### config.mk
export PLATFORM = sky130hd
export DESIGN_NAME = swt_top
export DESIGN_NICKNAME = d
export VERILOG_FILES = /design/src/common/swt_pkg.sv /design/src/hw/swt_calib.sv /design/src/hw/swt_timer.sv /design/src/hw/swt_top.sv
export SDC_FILE = /design/constraint.sdc
export NUM_CORES = 1
export LEC_CHECK = 0
export BUFFER_PORTS_ARGS = -buffer_cell sky130_fd_sc_hd__buf_2
export CAP_MARGIN = 25
export CELL_PAD_IN_SITES_DETAIL_PLACEMENT = 1
export CELL_PAD_IN_SITES_GLOBAL_PLACEMENT = 1
export CORE_UTILIZATION = 28
export CTS_CLUSTER_DIAMETER = 30
export CTS_CLUSTER_SIZE = 24
export DETAILED_ROUTE_END_ITERATION = 8
export HOLD_SLACK_MARGIN = 0.08
export PLACE_DENSITY_LB_ADDON = 0.1
export SYNTH_ARGS = -nofsm -noshare
export SYNTH_HDL_FRONTEND = slang
export SYNTH_HIERARCHICAL = 1
export SYNTH_SLANG_ARGS = --single-unit
### constraint.sdc
create_clock -name clk_i -period 9.39 [get_ports clk_i]
set_clock_uncertainty 0.15 [all_clocks]
set_input_delay 1.878 -clock clk_i [delete_from_list [all_inputs] [get_ports clk_i]]
set_output_delay 1.878 -clock clk_i [all_outputs]
set_load 0.1 [all_outputs]
### src/common/swt_pkg.sv
// Contract
// - Two independent 41-bit down counters, decremented once per 32 kHz period.
// - Timers halt in deep sleep; in sleep they run unless disabled.
// - Zero reached by a running timer raises interrupt, or wake event when sleeping.
// - After zero the timer keeps decrementing below zero until stopped.
// - Loaded and started timer decrements; software may stop it any time.
// - Stopped timer holds its count and produces no interrupt from stopping.
// - Readable running and expired status per timer; reading clears expired flags.
// - While asleep, timer expiry can act as the event ending sleep.
// - Calibration reference counter increments on the 16 MHz peripheral clock.
// - Calibration runs only while awake and clocked from the 32 MHz crystal.
// - Timer zero counts programmed periods; at zero the reference counter stops and holds.
// - Twenty periods at 32000 Hz give 10000 ticks; faster gives fewer.
package swt_pkg;
    localparam int CNT_W = 41;
    localparam int HI_W = 9;
    localparam int CAL_W = 32;
    localparam int NUM_TMR = 2;
    localparam int NUM_IRQ = 3;
    // Register byte offsets
    localparam logic [7:0] OFS_CTRL = 8'h00;
    localparam logic [7:0] OFS_STAT = 8'h04;
    localparam logic [7:0] OFS_T0_LO = 8'h08;
    localparam logic [7:0] OFS_T0_HI = 8'h0C;
    localparam logic [7:0] OFS_T1_LO = 8'h10;
    localparam logic [7:0] OFS_T1_HI = 8'h14;
    localparam logic [7:0] OFS_CAL = 8'h18;
    localparam logic [7:0] OFS_IRQ_STAT = 8'h1C;
    localparam logic [7:0] OFS_IRQ_MASK = 8'h20;
    localparam logic [7:0] OFS_TMR_STEP = 8'h08;
    // Control field positions
    localparam int CTRL_START_POS = 0;
    localparam int CTRL_STOP_POS = 2;
    localparam int CTRL_SLPDIS_POS = 4;
    localparam int CTRL_CALEN_POS = 6;
    // Status field positions
    localparam int STAT_RUN_POS = 0;
    localparam int STAT_EXP_POS = 2;
    localparam int STAT_CALRUN_POS = 4;
    // Interrupt bit positions
    localparam int IRQ_CAL_POS = 2;
    // Reset values and the unit decrement step
    localparam logic [CNT_W-1:0] CNT_RST = 41'h000_0000_0000;
    localparam logic [CAL_W-1:0] CAL_RST = 32'h0000_0000;
    localparam logic [NUM_IRQ-1:0] MASK_RST = 3'h0;
    localparam logic [NUM_TMR-1:0] SLPDIS_RST = 2'h0;
    localparam logic [CNT_W-1:0] CNT_ONE = 41'h000_0000_0001;
endpackage

### src/hw/swt_calib.sv
`timescale 1ns/10ps
// Reference counter of fast-clock ticks
module swt_calib (
    input wire logic clk_i,
    input wire logic rst_i,
    input wire logic ref_tick_i,
    input wire logic clear_i,
    input wire logic run_i,
    output logic [swt_pkg::CAL_W-1:0] cnt_o
);
    // Clear at the start, count while running, hold otherwise
    always_ff @(posedge clk_i)
    begin
        if (rst_i)
            cnt_o <= swt_pkg::CAL_RST;
        else if (clear_i)
            cnt_o <= swt_pkg::CAL_RST;
        else if (run_i && ref_tick_i)
            cnt_o <= cnt_o + {{(swt_pkg::CAL_W-1){1'b0}}, 1'b1};
    end
endmodule

### src/hw/swt_timer.sv
`timescale 1ns/10ps
// One 41-bit down counter with load, start and stop
module swt_timer (
    input wire logic clk_i,
    input wire logic rst_i,
    input wire logic tick_i,
    input wire logic run_en_i,
    input wire logic load_lo_i,
    input wire logic load_hi_i,
    input wire logic [31:0] wdata_i,
    input wire logic start_i,
    input wire logic stop_i,
    output logic [swt_pkg::CNT_W-1:0] cnt_o,
    output logic running_o,
    output logic expire_o
);
    logic step;

    // Decrement only when running, ticking and not halted by sleep
    assign step = running_o && tick_i && run_en_i;

    // Run flag: stop takes priority over start
    always_ff @(posedge clk_i)
    begin
        if (rst_i)
            running_o <= 1'b0;
        else if (stop_i)
            running_o <= 1'b0;
        else if (start_i)
            running_o <= 1'b1;
    end

    // Count: loads by halves, else decrements through and below zero
    always_ff @(posedge clk_i)
    begin
        if (rst_i)
            cnt_o <= swt_pkg::CNT_RST;
        else if (load_lo_i)
            cnt_o[31:0] <= wdata_i;
        else if (load_hi_i)
            cnt_o[swt_pkg::CNT_W-1:32] <= wdata_i[swt_pkg::HI_W-1:0];
        else if (step)
            cnt_o <= cnt_o - swt_pkg::CNT_ONE;
    end

    // Expiry pulse when the count steps from one to zero
    always_ff @(posedge clk_i)
    begin
        if (rst_i)
            expire_o <= 1'b0;
        else
            expire_o <= step && (cnt_o == swt_pkg::CNT_ONE) && !stop_i;
    end
endmodule

### src/hw/swt_top.sv
`timescale 1ns/10ps
// Two wake-up timers with RC calibration, Wishbone slave
module swt_top (
    input wire logic clk_i,
    input wire logic rst_i,
    input wire logic wb_cyc_i,
    input wire logic wb_stb_i,
    input wire logic wb_we_i,
    input wire logic [7:0] wb_adr_i,
    input wire logic [3:0] wb_sel_i,
    input wire logic [31:0] wb_dat_i,
    output logic [31:0] wb_dat_o,
    output logic wb_ack_o,
    input wire logic clk32k_i,
    input wire logic clk16m_i,
    input wire logic sleep_i,
    input wire logic deep_sleep_i,
    input wire logic xtal_clk_i,
    output logic irq_o,
    output logic wake_o
);
    logic slow_q;
    logic fast_q;
    logic slow_tick;
    logic fast_tick;
    logic acc;
    logic wr;
    logic rd;
    logic run_en;
    logic cal_allow;
    logic cal_start;
    logic cal_run_q;
    logic cal_en_q;
    logic [swt_pkg::NUM_TMR-1:0] slpdis_q;
    logic [swt_pkg::NUM_TMR-1:0] start;
    logic [swt_pkg::NUM_TMR-1:0] stop;
    logic [swt_pkg::NUM_TMR-1:0] running;
    logic [swt_pkg::NUM_TMR-1:0] expire;
    logic [swt_pkg::NUM_TMR-1:0] exp_q;
    logic [swt_pkg::NUM_TMR-1:0] run_gate;
    logic [swt_pkg::CNT_W-1:0] cnt [swt_pkg::NUM_TMR];
    logic [swt_pkg::CAL_W-1:0] cal_cnt;
    logic [swt_pkg::NUM_IRQ-1:0] irq_ev;
    logic [swt_pkg::NUM_IRQ-1:0] irq_st_q;
    logic [swt_pkg::NUM_IRQ-1:0] mask_q;
    logic [31:0] rd_d;

    // Register address match
    function automatic logic hit(input logic [7:0] adr, input logic [7:0] ofs);
        hit = (adr == ofs);
    endfunction

    // Write and read take effect on the acknowledging edge
    assign acc = wb_cyc_i && wb_stb_i && wb_ack_o;
    assign wr = acc && wb_we_i && wb_sel_i[0];
    assign rd = acc && !wb_we_i;

    // Single-cycle acknowledge, dropped after one cycle
    always_ff @(posedge clk_i)
    begin
        if (rst_i)
            wb_ack_o <= 1'b0;
        else
            wb_ack_o <= wb_cyc_i && wb_stb_i && !wb_ack_o;
    end

    // Edge detect of the slow and fast reference clocks
    always_ff @(posedge clk_i)
    begin
        if (rst_i)
        begin
            slow_q <= 1'b0;
            fast_q <= 1'b0;
        end
        else
        begin
            slow_q <= clk32k_i;
            fast_q <= clk16m_i;
        end
    end
    assign slow_tick = clk32k_i && !slow_q;
    assign fast_tick = clk16m_i && !fast_q;

    // Sleep gating of timer counting
    assign run_en = !deep_sleep_i;

    // Control bits: sleep disable and calibration enable
    always_ff @(posedge clk_i)
    begin
        if (rst_i)
        begin
            slpdis_q <= swt_pkg::SLPDIS_RST;
            cal_en_q <= 1'b0;
        end
        else if (wr && hit(wb_adr_i, swt_pkg::OFS_CTRL))
        begin
            slpdis_q <= wb_dat_i[swt_pkg::CTRL_SLPDIS_POS +: swt_pkg::NUM_TMR];
            cal_en_q <= wb_dat_i[swt_pkg::CTRL_CALEN_POS];
        end
    end

    // Timer instances with their strobes
    genvar g;
    generate
        for (g = 0; g < swt_pkg::NUM_TMR; g++)
        begin : g_tmr
            localparam logic [7:0] LO_OFS = 8'(swt_pkg::OFS_T0_LO + g * swt_pkg::OFS_TMR_STEP);
            localparam logic [7:0] HI_OFS = 8'(swt_pkg::OFS_T0_HI + g * swt_pkg::OFS_TMR_STEP);
            assign start[g] = wr && hit(wb_adr_i, swt_pkg::OFS_CTRL) && wb_dat_i[swt_pkg::CTRL_START_POS + g];
            assign stop[g] = wr && hit(wb_adr_i, swt_pkg::OFS_CTRL) && wb_dat_i[swt_pkg::CTRL_STOP_POS + g];
            assign run_gate[g] = run_en && !(sleep_i && slpdis_q[g]);
            swt_timer u_tmr (
                .clk_i(clk_i),
                .rst_i(rst_i),
                .tick_i(slow_tick),
                .run_en_i(run_gate[g]),
                .load_lo_i(wr && hit(wb_adr_i, LO_OFS)),
                .load_hi_i(wr && hit(wb_adr_i, HI_OFS)),
                .wdata_i(wb_dat_i),
                .start_i(start[g]),
                .stop_i(stop[g]),
                .cnt_o(cnt[g]),
                .running_o(running[g]),
                .expire_o(expire[g])
            );
        end
    endgenerate

    // Expired flags: set on expiry regardless of mask, cleared by status read
    always_ff @(posedge clk_i)
    begin
        if (rst_i)
            exp_q <= '0;
        else if (rd && hit(wb_adr_i, swt_pkg::OFS_STAT))
            exp_q <= expire;
        else
            exp_q <= exp_q | expire;
    end

    // Calibration allowed only awake on the crystal clock
    assign cal_allow = !sleep_i && !deep_sleep_i && xtal_clk_i;
    assign cal_start = start[0] && !stop[0] && cal_en_q && cal_allow;

    // Calibration run window follows timer zero until it reaches zero
    always_ff @(posedge clk_i)
    begin
        if (rst_i)
            cal_run_q <= 1'b0;
        else if (!cal_allow || !cal_en_q || expire[0] || stop[0])
            cal_run_q <= 1'b0;
        else if (cal_start)
            cal_run_q <= 1'b1;
    end

    swt_calib u_cal (
        .clk_i(clk_i),
        .rst_i(rst_i),
        .ref_tick_i(fast_tick),
        .clear_i(cal_start),
        .run_i(cal_run_q && !expire[0]),
        .cnt_o(cal_cnt)
    );

    // Interrupt events: two timer expiries and calibration done
    assign irq_ev = {expire[0] && cal_run_q, expire};

    // Sticky interrupt status, write one to clear, set wins
    always_ff @(posedge clk_i)
    begin
        if (rst_i)
            irq_st_q <= '0;
        else if (wr && hit(wb_adr_i, swt_pkg::OFS_IRQ_STAT))
            irq_st_q <= (irq_st_q & ~wb_dat_i[swt_pkg::NUM_IRQ-1:0]) | irq_ev;
        else
            irq_st_q <= irq_st_q | irq_ev;
    end

    // Interrupt mask register
    always_ff @(posedge clk_i)
    begin
        if (rst_i)
            mask_q <= swt_pkg::MASK_RST;
        else if (wr && hit(wb_adr_i, swt_pkg::OFS_IRQ_MASK))
            mask_q <= wb_dat_i[swt_pkg::NUM_IRQ-1:0];
    end

    // Interrupt and wake request, only for enabled sources
    always_ff @(posedge clk_i)
    begin
        if (rst_i)
        begin
            irq_o <= 1'b0;
            wake_o <= 1'b0;
        end
        else
        begin
            irq_o <= |(irq_st_q & mask_q);
            wake_o <= sleep_i && |(irq_st_q[swt_pkg::NUM_TMR-1:0] & mask_q[swt_pkg::NUM_TMR-1:0]);
        end
    end

    // Read data mux
    always_comb
    begin
        rd_d = 32'h0000_0000;
        case (wb_adr_i)
            swt_pkg::OFS_CTRL:
            begin
                rd_d[swt_pkg::CTRL_SLPDIS_POS +: swt_pkg::NUM_TMR] = slpdis_q;
                rd_d[swt_pkg::CTRL_CALEN_POS] = cal_en_q;
            end
            swt_pkg::OFS_STAT:
            begin
                rd_d[swt_pkg::STAT_RUN_POS +: swt_pkg::NUM_TMR] = running;
                rd_d[swt_pkg::STAT_EXP_POS +: swt_pkg::NUM_TMR] = exp_q | expire;
                rd_d[swt_pkg::STAT_CALRUN_POS] = cal_run_q;
            end
            swt_pkg::OFS_T0_LO: rd_d = cnt[0][31:0];
            swt_pkg::OFS_T0_HI: rd_d[swt_pkg::HI_W-1:0] = cnt[0][swt_pkg::CNT_W-1:32];
            swt_pkg::OFS_T1_LO: rd_d = cnt[1][31:0];
            swt_pkg::OFS_T1_HI: rd_d[swt_pkg::HI_W-1:0] = cnt[1][swt_pkg::CNT_W-1:32];
            swt_pkg::OFS_CAL: rd_d = cal_cnt;
            swt_pkg::OFS_IRQ_STAT: rd_d[swt_pkg::NUM_IRQ-1:0] = irq_st_q;
            swt_pkg::OFS_IRQ_MASK: rd_d[swt_pkg::NUM_IRQ-1:0] = mask_q;
            default: rd_d = 32'h0000_0000;
        endcase
    end

    // Read data register, loaded with the acknowledge
    always_ff @(posedge clk_i)
    begin
        if (rst_i)
            wb_dat_o <= 32'h0000_0000;
        else if (wb_cyc_i && wb_stb_i && !wb_ack_o && !wb_we_i)
            wb_dat_o <= rd_d;
    end
endmodule
==> run_results.csv <==
group,metric,value,unit
status,run_status,"finished, final reports clean",
placement,io_port_bufs,85,
critical_path,timing_worst_setup_path_type,"input pin to flip-flop",
clock_network,holdBufCountCts,0,
clock_network,ctsHtreeMaxLevel,4,
timing,fin_crit_share,62.23,%
timing,peak_freq,171.1,MHz
floorplanning,fp.dieArea,35590,um2
finish,share_of_final_layout_standard_cells_stronger_than_drive_strength_1,16.65,%
floorplanning,initial_core_util,28.80,%
global_route,grt.overflow.total,0,
finish,n_fill_cell,4023,
clock_network,cts_tree,"done",
synthesis,synth_largest_area_cell,"sky130_fd_sc_hd__dfxtp_1",
critical_path,regToRegSetupSlack,5460,ps
timing,finalSetupViolations,0,
floorplanning,placementRows,67,
finish,layout.area.seq,3343,um2
detailed_routing,drc,0,
critical_path,timing.critical_path.to_type,"flip-flop",
detailed_routing,detail_route.iter0.violations,504,
synthesis,async_reset_ff_share,0,%
clock_network,cts_made_buffers,17,
synthesis,top_post_synthesis_cells_by_area,"sky130_fd_sc_hd__dfxtp_1 (34%), sky130_fd_sc_hd__xnor2_1 (5.7%), sky130_fd_sc_hd__nor2_1 (4.5%), sky130_fd_sc_hd__nand2_1 (3.9%), sky130_fd_sc_hd__mux2i_1 (3.8%)",
critical_path,worstPathArrival,5990,ps
global_route,grt_pass1_wl,57.01,mm
synthesis,yosys.cell_types.count,77,
synthesis,synthMostInstantiatedCell,"sky130_fd_sc_hd__dfxtp_1",
critical_path,critical_path.startpoint_type,"input pin",
timing,timing_hold_violations_final,0,
run,max_cap_violations,0,
critical_path,required,9540,ps
timing,grt_setup_unrepaired,"no",
pwr,vdd_ir_drop_max,129.2,uV
clock_network,cts_setup_buffers,0,
synthesis,synthesis.instances,1149,
synthesis,synth.cells.most_frequent,"sky130_fd_sc_hd__dfxtp_1 (167), sky130_fd_sc_hd__nor2_1 (117), sky130_fd_sc_hd__nand2_1 (102)",
global_route,track_usage,21.15,%
pwr,powerDensity,135.2,nW/um2
placement,placedInstanceArea,10520,um2
critical_path,crit_path_max_fanout,58,
pwr,power.leakage,3.728,nW
finish,antenna_cells,0,
timing,period_minus_slack,5844,ps
clock_network,clock_tree.buffer_depth,2,
clock_network,clock_tree.root_cell,"sky130_fd_sc_hd__clkbuf_16",
timing,fin_setup_tns,0,ps
detailed_routing,wire_length_reported_by_the_detailed_router,36.87,mm
timing,finalMaxSlewViolations,0,
detailed_routing,final_antenna_net_count,0,
floorplanning,die_width,188.6,um
clock_network,clkSinkCount,167,
finish,final_core_util,32.77,%
synthesis,yosysWarningCount,6,
synthesis,synth-seq-area-share,34.27,%
clock_network,skew_pair_late_insertion_delay,450,ps
synthesis,synth-seq-cells,167,
global_route,grt_pass1_vias,9153,
detailed_routing,vias_per_cell,5.541,
floorplanning,core_area,33870,um2
synthesis,synth_enable_flop_cells,0,
detailed_routing,detail_route.first_pass.iterations,4,
timing,relSlewSlack,31.53,%
detailed_routing,wire_per_inst,22.36,um
finish,multi_input_comb_area,6007,um2
finish,layout-area-overhead-vs-synth,13.79,%
worst_hold_path,worst_hold_path_type,"flip-flop to flip-flop",
timing,worst_slew_pin_slew,1027,ps
clock_network,clkSlewWorstSetupHoldPaths,70,ps
floorplanning,ioPinCount,89,
synthesis,postSynthNetCount,1208,
placement,detailed_place_hpwl,26.74,mm
detailed_routing,route.vias.total,9137,
finish,final_cell_area,11100,um2
floorplanning,die_y_extent,188.6,um
synthesis,synth_top_flop_cell,"sky130_fd_sc_hd__dfxtp_1",
synthesis,avgSynthCellArea,8.489,um2
clock_network,post_cts_resize_count,0,
synthesis,synth_top_area_share,34.27,%
global_route,initial_antenna_violation_count,0,
global_route,grt_max_degree,61,
finish,count_of_nets_after_finishing,1248,
synthesis,syn_area,9754,um2
placement,final_replace_weighted_congestion,0.8361,
routing by layer:
layer  up-vias  GRT usage (%)  wire length [um]
met1      4542          26.54             16830
met2       146          36.61             18090
met3        36          2.924               894
met5         -              0                 0
met4         0          7.723              1058
li1       4413              -                 -
flip-flops by register name, summed over array words and instances, names as in the netlist:
signal	count
fast_q	1
wb_ack_o	1
irq_o	1
slow_q	1
g_tmr.u_tmr/running_o	2
cal_en_q	1
exp_q	2
wb_dat_o	32
mask_q	3
u_cal/cnt_o	32
cal_run_q	1
g_tmr.u_tmr/expire_o	2
wake_o	1
g_tmr.u_tmr/cnt_o	82
slpdis_q	2
irq_st_q	3
through the flow:
| stage | instances | total power [mW] | setup slack (ps) | hold WS [ps] |
|---|---|---|---|---|
| floorplan | 1149 | 0.7706 | 4930 | 299.0 |
| global placement | 1617 | 0.8083 | 3147 | 304.4 |
| detailed placement | 1617 | 0.8084 | 3102 | 307.4 |
| CTS | 1648 | 1.521 | 3565 | 323.5 |
| global route | 1649 | 1.555 | 3307 | 347.5 |
| finish | 1649 | 1.501 | 3546 | 317.5 |
layout make-up:
class / instances / share of cell area (%)
clock buffer: 21 / 4.239
timing repair buffer: 100 / 4.904
tap: 448 / 5.050
inverter: 21 / 0.7102
multi-input combinational: 882 / 54.12
sequential: 167 / 30.12
clock inverter: 10 / 0.8567
logic make-up (layout without fill, tap and decap cells):
| group | after synthesis | count (layout) | share of synthesized area, % |
|---|---|---|---|
| fa+ha+maj | 5 | 5 | 0.6414 |
| mux | 44 | 44 | 4.720 |
| flops | 167 | 167 | 34.27 |
| simple gates | 495 | 495 | 30.32 |
| compound gates | 268 | 268 | 19.30 |
| xor+xnor | 70 | 70 | 6.285 |
| buf+inv | 100 | 152 | 4.451 |
layout by cell type, fill, tap and decap left out, types with 6 or more instances in the layout:
| master | netlist | layout |
|---|---|---|
| sky130_fd_sc_hd__nor3_2 | 6 | 6 |
| sky130_fd_sc_hd__a22oi_1 | 30 | 30 |
| sky130_fd_sc_hd__mux2i_1 | 37 | 37 |
| sky130_fd_sc_hd__buf_2 | 16 | 84 |
| sky130_fd_sc_hd__nand2_1 | 102 | 102 |
| sky130_fd_sc_hd__nor3_1 | 23 | 23 |
| sky130_fd_sc_hd__and4_1 | 9 | 9 |
| sky130_fd_sc_hd__clkbuf_16 | 0 | 17 |
| sky130_fd_sc_hd__nor2_1 | 117 | 116 |
| sky130_fd_sc_hd__inv_1 | 17 | 17 |
| sky130_fd_sc_hd__nor4_4 | 8 | 8 |
| sky130_fd_sc_hd__mux2_2 | 6 | 6 |
| sky130_fd_sc_hd__nor2b_1 | 14 | 14 |
| sky130_fd_sc_hd__or3_1 | 22 | 22 |
| sky130_fd_sc_hd__nand3_1 | 31 | 31 |
| sky130_fd_sc_hd__a311oi_1 | 12 | 12 |
| sky130_fd_sc_hd__o211ai_1 | 17 | 17 |
| sky130_fd_sc_hd__nand3b_1 | 7 | 7 |
| sky130_fd_sc_hd__a22o_1 | 23 | 23 |
| sky130_fd_sc_hd__o21ai_0 | 20 | 20 |
| sky130_fd_sc_hd__xnor2_1 | 63 | 63 |
| sky130_fd_sc_hd__or4_1 | 23 | 23 |
| sky130_fd_sc_hd__nor3b_1 | 7 | 7 |
| sky130_fd_sc_hd__nand4_1 | 29 | 29 |
| sky130_fd_sc_hd__buf_4 | 0 | 15 |
| sky130_fd_sc_hd__dfxtp_1 | 167 | 167 |
| sky130_fd_sc_hd__nor4_1 | 28 | 25 |
| sky130_fd_sc_hd__a21oi_1 | 51 | 51 |
| sky130_fd_sc_hd__a211oi_1 | 42 | 42 |
| sky130_fd_sc_hd__and3_1 | 9 | 9 |
| sky130_fd_sc_hd__o22ai_1 | 7 | 7 |
| sky130_fd_sc_hd__a31oi_1 | 19 | 19 |
| sky130_fd_sc_hd__nor4_2 | 16 | 19 |
| sky130_fd_sc_hd__o31ai_1 | 14 | 14 |
| sky130_fd_sc_hd__xor2_1 | 7 | 7 |
power by group:
group	internal [mW]	switching [mW]	total, mW
clock network	0.386	0.324	0.710
logic	0.0204	0.0600	0.0804
registers	0.709	0.00112	0.711
worst max-delay path: stages:
cell                       delay, ps
sky130_fd_sc_hd__buf_2           100
sky130_fd_sc_hd__buf_4           320
sky130_fd_sc_hd__or4_1           780
sky130_fd_sc_hd__or3_1           460
sky130_fd_sc_hd__nor2_1          120
sky130_fd_sc_hd__buf_4           250
sky130_fd_sc_hd__clkinv_1        770
sky130_fd_sc_hd__buf_4           550
sky130_fd_sc_hd__o21a_1          320
sky130_fd_sc_hd__o22ai_1         210
sky130_fd_sc_hd__or3_1           120
sky130_fd_sc_hd__a21oi_1          50
final timing paths:
check,endpoint,cells after the start,from
max,g_tmr[0].u_tmr/cnt_o[37],12,wb_adr_i[4]
min,wb_dat_o[2],2,wb_dat_o[2]
max reg2reg,g_tmr[0].u_tmr/cnt_o[37],10,wb_ack_o
min reg2reg,wb_dat_o[2],2,wb_dat_o[2]
Note: power is estimated with default switching activity, not from simulation.
